### config.mk
export PLATFORM = sky130hd
export DESIGN_NAME = sldlc_top
export DESIGN_NICKNAME = d
export VERILOG_FILES = /design/src/verilog/sldlc_pkg.sv /design/src/verilog/sldlc_top.sv
export VERILOG_INCLUDE_DIRS = /design/src /design/src/verilog
export SDC_FILE = /design/constraint.sdc
export NUM_CORES = 1
export LEC_CHECK = 0
export BUFFER_PORTS_ARGS = -buffer_cell sky130_fd_sc_hd__buf_4
export CORE_MARGIN = 5
export CORE_UTILIZATION = 29
export DETAILED_ROUTE_END_ITERATION = 8
export HOLD_SLACK_MARGIN = 0.05
export RECOVER_POWER = 25
export SYNTH_ARGS = -nofsm -noshare
export SYNTH_HDL_FRONTEND = slang
export SYNTH_SLANG_ARGS = --single-unit
### constraint.sdc
create_clock -name mclk_i -period 1.3 [get_ports mclk_i]
set_clock_uncertainty 0.05 [all_clocks]
set_input_delay 0.26 -clock mclk_i [delete_from_list [all_inputs] [get_ports mclk_i]]
set_output_delay 0.26 -clock mclk_i [all_outputs]
set_load 0.01 [all_outputs]
### src/verilog/sldlc_defines.svh
`ifndef SLDLC_DEFINES_SVH
`define SLDLC_DEFINES_SVH
// i/o port addresses of the two registers
`define SLDLC_LED_PORT_ADDR 16'h01D0
`define SLDLC_XCVR_CTRL_ADDR 16'h01D3
// field positions in the transceiver control register
`define SLDLC_RS422_TX_BIT 0
`define SLDLC_RX_BIT 1
`define SLDLC_RS485_TX_BIT 2
// mask of the implemented transceiver bits
`define SLDLC_XCVR_MASK 8'h07
// field position of the led bit in the led port
`define SLDLC_LED_BIT 7
// reset values: all drivers off, receiver off, led off
`define SLDLC_XCVR_RESET 3'h0
`define SLDLC_LED_RESET 1'h0
// read data after reset, nothing read yet
`define SLDLC_RDATA_RESET 8'h00
`endif

### src/verilog/sldlc_pkg.sv
package sldlc_pkg;
   // i/o port address type
   typedef logic [15:0] sldlc_addr_t;
   // 8-bit data byte
   typedef logic [7:0] sldlc_byte_t;
endpackage

### src/verilog/sldlc_top.sv
`timescale 1ns/1ps
`include "sldlc_defines.svh"

module sldlc_top
(
   // clock and reset
   input wire logic mclk_i,
   input wire logic rst_n_i,
   // host i/o port access, one cycle strobes
   input wire sldlc_pkg::sldlc_addr_t io_addr_i,
   input wire logic io_wr_i,
   input wire logic io_rd_i,
   input wire sldlc_pkg::sldlc_byte_t io_wdata_i,
   output sldlc_pkg::sldlc_byte_t io_rdata_o,
   output logic io_hit_o,
   // transceiver enables
   output logic rs485_tx_enable_o,
   output logic line_rx_enable_o,
   output logic rs422_tx_enable_o,
   // led drive, high means lit
   output logic led_on_o
);

   // stored transceiver bits, bit order as in the register
   logic [2:0] xcvr_r;
   logic [2:0] xcvr_nxt;
   // stored led bit
   logic led_r;
   logic led_nxt;
   // registered read data
   sldlc_pkg::sldlc_byte_t rdata_r;
   sldlc_pkg::sldlc_byte_t rdata_nxt;
   // address decodes
   logic sel_xcvr;
   logic sel_led;

   assign sel_xcvr = (io_addr_i == `SLDLC_XCVR_CTRL_ADDR);
   assign sel_led = (io_addr_i == `SLDLC_LED_PORT_ADDR);

   // next-state of the control bits: only a write moves them, so the
   // line never turns around by itself (half-duplex is software paced)
   always_comb
   begin
      xcvr_nxt = xcvr_r;
      led_nxt = led_r;
      if (io_wr_i && sel_xcvr)
      begin
         // reserved bits 7..3 dropped here
         xcvr_nxt = io_wdata_i[2:0];
      end
      if (io_wr_i && sel_led)
      begin
         // other led port bits have no storage in this block, so they
         // read back as zero and a read-modify-write keeps them zero
         led_nxt = io_wdata_i[`SLDLC_LED_BIT];
      end
   end

   // read mux; unmapped addresses read zero
   always_comb
   begin
      rdata_nxt = rdata_r;
      if (io_rd_i)
      begin
         rdata_nxt = 8'h00;
         if (sel_xcvr)
         begin
            rdata_nxt = {5'h00, xcvr_r};
         end
         else if (sel_led)
         begin
            // led bit reads back so read-modify-write keeps it
            rdata_nxt = {led_r, 7'h00};
         end
      end
   end

   // control flops; reset leaves every driver off, so the line is quiet
   always_ff @(posedge mclk_i or negedge rst_n_i)
   begin
      if (!rst_n_i)
      begin
         xcvr_r <= `SLDLC_XCVR_RESET;
         led_r <= `SLDLC_LED_RESET;
      end
      else
      begin
         xcvr_r <= xcvr_nxt;
         led_r <= led_nxt;
      end
   end

   // read data flop, kept apart so a read never touches the enables
   always_ff @(posedge mclk_i or negedge rst_n_i)
   begin
      if (!rst_n_i)
      begin
         rdata_r <= `SLDLC_RDATA_RESET;
      end
      else
      begin
         rdata_r <= rdata_nxt;
      end
   end

   // outputs straight from the flops, except io_hit_o, decoded from the address
   assign rs485_tx_enable_o = xcvr_r[`SLDLC_RS485_TX_BIT];
   assign line_rx_enable_o = xcvr_r[`SLDLC_RX_BIT];
   assign rs422_tx_enable_o = xcvr_r[`SLDLC_RS422_TX_BIT];
   assign led_on_o = led_r;
   assign io_rdata_o = rdata_r;
   assign io_hit_o = sel_xcvr | sel_led;

   // transmit bit follows a write of bit two one cycle later
   property p_tx485_write;
      @(posedge mclk_i) disable iff (!rst_n_i)
      (io_wr_i && sel_xcvr) |=> (rs485_tx_enable_o == $past(io_wdata_i[2]));
   endproperty
   a_tx485_write: assert property (p_tx485_write)
      else $error("rs485 tx enable did not follow write");

   // clearing bit two drops transmit, line released
   property p_tx485_clear;
      @(posedge mclk_i) disable iff (!rst_n_i)
      (io_wr_i && sel_xcvr && !io_wdata_i[2]) |=> !rs485_tx_enable_o;
   endproperty
   a_tx485_clear: assert property (p_tx485_clear)
      else $error("rs485 tx still on after clear");

   // receive bit
   property p_rx_write;
      @(posedge mclk_i) disable iff (!rst_n_i)
      (io_wr_i && sel_xcvr) |=> (line_rx_enable_o == $past(io_wdata_i[1]));
   endproperty
   a_rx_write: assert property (p_rx_write)
      else $error("rx enable did not follow write");

   // rs422 transmit bit
   property p_tx422_write;
      @(posedge mclk_i) disable iff (!rst_n_i)
      (io_wr_i && sel_xcvr) |=> (rs422_tx_enable_o == $past(io_wdata_i[0]));
   endproperty
   a_tx422_write: assert property (p_tx422_write)
      else $error("rs422 tx enable did not follow write");

   // no write means no change of any enable
   property p_no_auto_turn;
      @(posedge mclk_i) disable iff (!rst_n_i)
      !(io_wr_i && sel_xcvr) |=> $stable(xcvr_r);
   endproperty
   a_no_auto_turn: assert property (p_no_auto_turn)
      else $error("enables changed without a write");

   // reserved bits read zero, low bits read stored value
   property p_readback;
      @(posedge mclk_i) disable iff (!rst_n_i)
      (io_rd_i && sel_xcvr) |=> (io_rdata_o == {5'h00, $past(xcvr_r)});
   endproperty
   a_readback: assert property (p_readback)
      else $error("transceiver readback wrong");

   // reserved write bits do not disturb the enables
   property p_reserved;
      @(posedge mclk_i) disable iff (!rst_n_i)
      (io_wr_i && sel_xcvr) |=>
         ({5'h00, xcvr_r} == $past(io_wdata_i & `SLDLC_XCVR_MASK));
   endproperty
   a_reserved: assert property (p_reserved)
      else $error("reserved bits reached an enable");

   // led follows bit seven of a led port write
   property p_led;
      @(posedge mclk_i) disable iff (!rst_n_i)
      (io_wr_i && sel_led) |=> (led_on_o == $past(io_wdata_i[7]));
   endproperty
   a_led: assert property (p_led)
      else $error("led did not follow write");

   // led readback keeps its value for read-modify-write
   property p_led_read;
      @(posedge mclk_i) disable iff (!rst_n_i)
      (io_rd_i && sel_led) |=> (io_rdata_o == {$past(led_r), 7'h00});
   endproperty
   a_led_read: assert property (p_led_read)
      else $error("led readback wrong");

   // setting bit two turns the half-duplex driver on
   property p_tx485_set;
      @(posedge mclk_i) disable iff (!rst_n_i)
      (io_wr_i && sel_xcvr && io_wdata_i[2]) |=> rs485_tx_enable_o;
   endproperty
   a_tx485_set: assert property (p_tx485_set)
      else $error("rs485 tx not on after set");

   // read data stands until the next read strobe
   property p_rdata_stands;
      @(posedge mclk_i) disable iff (!rst_n_i)
      !io_rd_i |=> $stable(io_rdata_o);
   endproperty
   a_rdata_stands: assert property (p_rdata_stands)
      else $error("read data changed without a read");

   // reads of unmapped ports return zero
   property p_unmapped_read;
      @(posedge mclk_i) disable iff (!rst_n_i)
      (io_rd_i && !io_hit_o) |=> (io_rdata_o == 8'h00);
   endproperty
   a_unmapped_read: assert property (p_unmapped_read)
      else $error("unmapped read not zero");

   // led holds unless its own port is written
   property p_led_hold;
      @(posedge mclk_i) disable iff (!rst_n_i)
      !(io_wr_i && sel_led) |=> $stable(led_on_o);
   endproperty
   a_led_hold: assert property (p_led_hold)
      else $error("led changed without a led write");

endmodule // sldlc_top
-- Yosys cells after proc, flatten, opt, wreduce, memory -nomap -nowiden
Index checks and enable logic that the tools add are counted.
- flip-flop bits (word level): 12
- output and inout bits: 13
- eq/ne operators: 2
- multiplexer cells: 2
- bitwise gates (word level): 1
- reduce and logical (&&, ||, !) cells: 2
- operator list (cell ; count):
    == test 16 x 9 -> 1 bit (second input constant) ; 2
    2-to-1 mux 8 bit ; 2
    logical AND 1 bit ; 2
    OR 1 bit ; 1

-- Longest topological paths before layout
- depth after elaboration: 3
- depth in mapped cells: 5

-- Worst setup path before layout
Ideal clock, no wire load.
- kind: input -> register
- from: input port io_addr_i[10]
- to: register xcvr_r[0]
- library setup time: 0.125 ns
- arrival: 1.202 ns
- setup slack: -0.077 ns
- cell stages on the path: 5
- cells stage by stage: nor4b_2 > and4_1 > buf_6 > nand3_4 > mux2_4
- word-level cells in the longest chain between the ends: 2
- ends and longest elaborated chain (item ; RTL line ; source):
    start, declared ; sldlc_top.sv:10 ; input wire sldlc_pkg::sldlc_addr_t io_addr_i,
    == test 16 x 9 -> 1 bit (no source line) ; - ;
    logical AND 1 bit ; sldlc_top.sv:46 ; if (io_wr_i && sel_xcvr)
    end signal, assigned ; sldlc_top.sv:83 ; xcvr_r <= `SLDLC_XCVR_RESET;
    end signal, assigned ; sldlc_top.sv:88 ; xcvr_r <= xcvr_nxt;
    end, declared ; sldlc_top.sv:25 ; logic [2:0] xcvr_r;
No other way between the ends.
A chain may end at the register's enable or synchronous reset.

-- Final worst setup path
- from: input port io_addr_i[13]
- to: output port io_hit_o
- word-level cells in the longest chain between the ends: 2
- elaborated cells on any way between the ends: 3
- classes of those cells: eq/ne: 2; bitwise: 1
- ends and longest elaborated chain (item ; RTL line ; source):
    == test 16 x 9 -> 1 bit (no source line) ; - ;
    OR 1 bit (*) ; sldlc_top.sv:112 ; assign io_hit_o = sel_xcvr | sel_led;
    end, declared ; sldlc_top.sv:15 ; output logic io_hit_o,
Every way passes the cells marked *; elsewhere a longest branch is shown, timed or not.

==> summary.txt <==
Outcome
  • Outcome: finished with violations
  • Failing checks: negative setup slack

Cells and area
  • Share of layout cells above drive strength 1: 62.3%
  • Antenna cells: 0
  • Most frequent cells in the layout: buf_4 (28), dfrtp_1 (8), buf_6 (6)
  • Commonest non-fill, non-tap cell in the layout: buf_4
  • Final #Nets: 107
  • Cell Count, Final, Fillers Out: 93
  • Area delta synth->final: 73.8%

Placement
  • Input/output buffers: 32
  • DP Wirelength: 967 um
  • Gp weighted congestion: 0.675
  • Dpl cells: 87

CTS
  • CTS H-tree depth: 1
  • Clock transition at path regs: 0.05 ns
  • Clock root cell: clkbuf_4
  • Worst skew pair latency: 0.25 ns
  • Clk sink count: 8
  • CTS Buf Count: 3
  • Clock Tree Buf Depth: 2
  • CTS tree: done

Power
  • Leak: 0.414 nW
  • Comb power frac: 17.2%
  • Sequential power share: 47.0%
  • Clock share of power: 35.8%
  • Pwr/cell area: 671 mW/mm2
  • Psw: 0.120 mW
  • Sw Ratio: 22.6%
  • Cell internal pwr: 0.410 mW
  • Max VDD drop: 0.265 mV

Drt
  • Vias: 426
  • Avg WL per Cell: 12.5 um
  • Routed Antenna Nets: 0
  • 1st-iter DRT viols: 1
  • Vias/cell: 4.58
  • DRC Markers: 0
  • Post-Route WL: 1160 um
  • Pre-antenna DRT Iters: 3

Synth
  • Synthesized area: 454 um2
  • Cells after Synth: 40
  • Sequential-to-total area share from yosys stat: 44.1%
  • Mapped Avg Cell Area: 11.4 um2
  • Ys Warns: 0
  • Post-synthesis cell type count: 19
  • Seq cells post-synth: 8

Critical path
  • Arrival time worst endpoint: 1.08 ns
  • Crit path largest cell delay: 0.25 ns
  • Worst setup SP type: input pin
  • Slowest cell on the critical path: nor4b_4
  • Critical Path Start: io_addr_i[13]
  • Crit end category: output pin
  • Worst-path cell chain: buf_6, nor4b_4, and4_4, o21a_1, buf_6
  • CP Data Required Time: 0.99 ns
  • Most used cell, CP: buf_6
  • CP max FO: 2
  • Kind of critical path: in -> out
  • Reg-to-Reg Start: io_rdata_o[7]

STA
  • Final hold vios: 0
  • Slew Viols, Final: 0
  • Top achievable clock speed: 0.718 GHz
  • Fin Setup TNS: -0.302 ns
  • RSZ-0062 raised after global routing: yes
  • PnR worst setup slack: -0.0937 ns
  • Setup violations, final: 5
  • Minimum clock period: 1.39 ns
  • Part of the cycle the worst path needs: 107%
  • Hold Slack: 0.185 ns

Floorplan
  • Num rows: 14
  • Die footprint: 0.00246 mm2
  • Core ar.: 0.00149 mm2
  • Top-Level Pins: 41
  • Overall die height: 49.6 um
  • Initial Util: 30.5%
  • Die width: 49.6 um

Run
  • Max_cap viols: 0

Global route
  • Vias in the first global route: 480
  • Grt ovf: 0
  • First-pass GRT wire length: 1880 um
  • Gr usage total: 9.72%
  • Largest net degree at the start of global routing: 9
  • Initial antenna violation count: 0

Min path
  • Worst Hold Class: in -> reg
  • Hold Crit Start: io_wdata_i[1]
==> final cells by class <==
class	count	area, um2
clock buffer	3	22.5
fill	157	699
inverter	4	15.0
multi-input combinational	26	240
sequential	8	200
tap	16	20.0
timing repair buffer	36	292
==> through the flow <==
step / total power, mW / util [%] / area, um2 / worst slack [ns]
finish: 0.530 / 53.0 / 790 / -0.0937
global route: 0.557 / 53.0 / 790 / -0.135
CTS: 0.532 / 51.4 / 766 / -0.100
detailed placement: 0.332 / 46.8 / 697 / -0.283
global placement: 0.330 / 46.8 / 697 / -0.284
floorplan: 0.277 / - / 470 / -0.0741
==> cell families (layout without fill, tap and decap cells) <==
family / after synthesis / after routing / synth area share, %
simple gates: 13 / 13 / 22.0
compound gates: 5 / 5 / 7.44
other cells: 1 / 4 / 0.826
mux: 4 / 4 / 13.2
flops: 8 / 8 / 44.1
buf+inv: 9 / 43 / 12.4
==> power by group through the flow <==
stage	combinational [mW]	sequential, mW	clock [mW]
floorplan	0.0229	0.254	0
global placement	0.0768	0.254	0
detailed placement	0.0787	0.254	0
CTS	0.0883	0.249	0.195
global route	0.0997	0.249	0.208
finish	0.0909	0.249	0.190
==> timing repair <==
action	CTS	global route
endpoints found under the setup margin	4	5
buffers inserted	1	1
pin swaps	2	3
gates cloned	0	0
gates resized for setup	7	5
hold buffers	1	0
hold endpoints to repair	8	0
==> path summary, 6_finish.rpt <==
path / slack (ns) / end / cells past startpoint
max in group asynchronous: 0.50 / xcvr_r[2] / 2
max reg2reg: 0.42 / io_rdata_o[7] / 2
min in group asynchronous: 0.40 / io_rdata_o[0] / 2
max: -0.09 / io_hit_o / 5
min: 0.18 / xcvr_r[1] / 2
min reg2reg: 0.46 / io_rdata_o[0] / 2
==> routing by layer <==
metal  track usage [%]  up-vias  routed length, um
met2              15.7       29                563
met3              4.22        2                122
met5                 0        -                  0
met1              10.5      184                461
li1                  -      211                  -
met4              5.24        0                 14
==> cell usage after synthesis <==
cell | number | area [um2]
dfrtp_1 | 8 | 200
buf_4 | 4 | 30.0
inv_1 | 4 | 15.0
mux2_4 | 4 | 60.1
nand4_1 | 3 | 18.8
o21ai_0 | 3 | 15.0
nor2_1 | 2 | 7.51
a41o_2 | 1 | 11.3
and4_1 | 1 | 8.76
and4b_2 | 1 | 11.3
buf_6 | 1 | 11.3
conb_1 | 1 | 3.75
nand2_1 | 1 | 3.75
nand3_1 | 1 | 5.00
nand3_4 | 1 | 17.5
nor2b_1 | 1 | 6.26
nor4_1 | 1 | 6.26
nor4b_2 | 1 | 15.0
o21a_1 | 1 | 7.51
==> registers in the layout (all words and copies together) (netlist names) <==
register and flops:
led_on_o 1, xcvr_r 3, io_rdata_o 4
==> worst max-delay path: cells and delay by family <==
kind | cells | cell delay [ns]
AOI/OAI and AO/OA | 1 | 0.13
and+or+nand+nor | 2 | 0.50
buffers and inverters | 2 | 0.19
No activity file was read; power rests on OpenSTA's default activity.
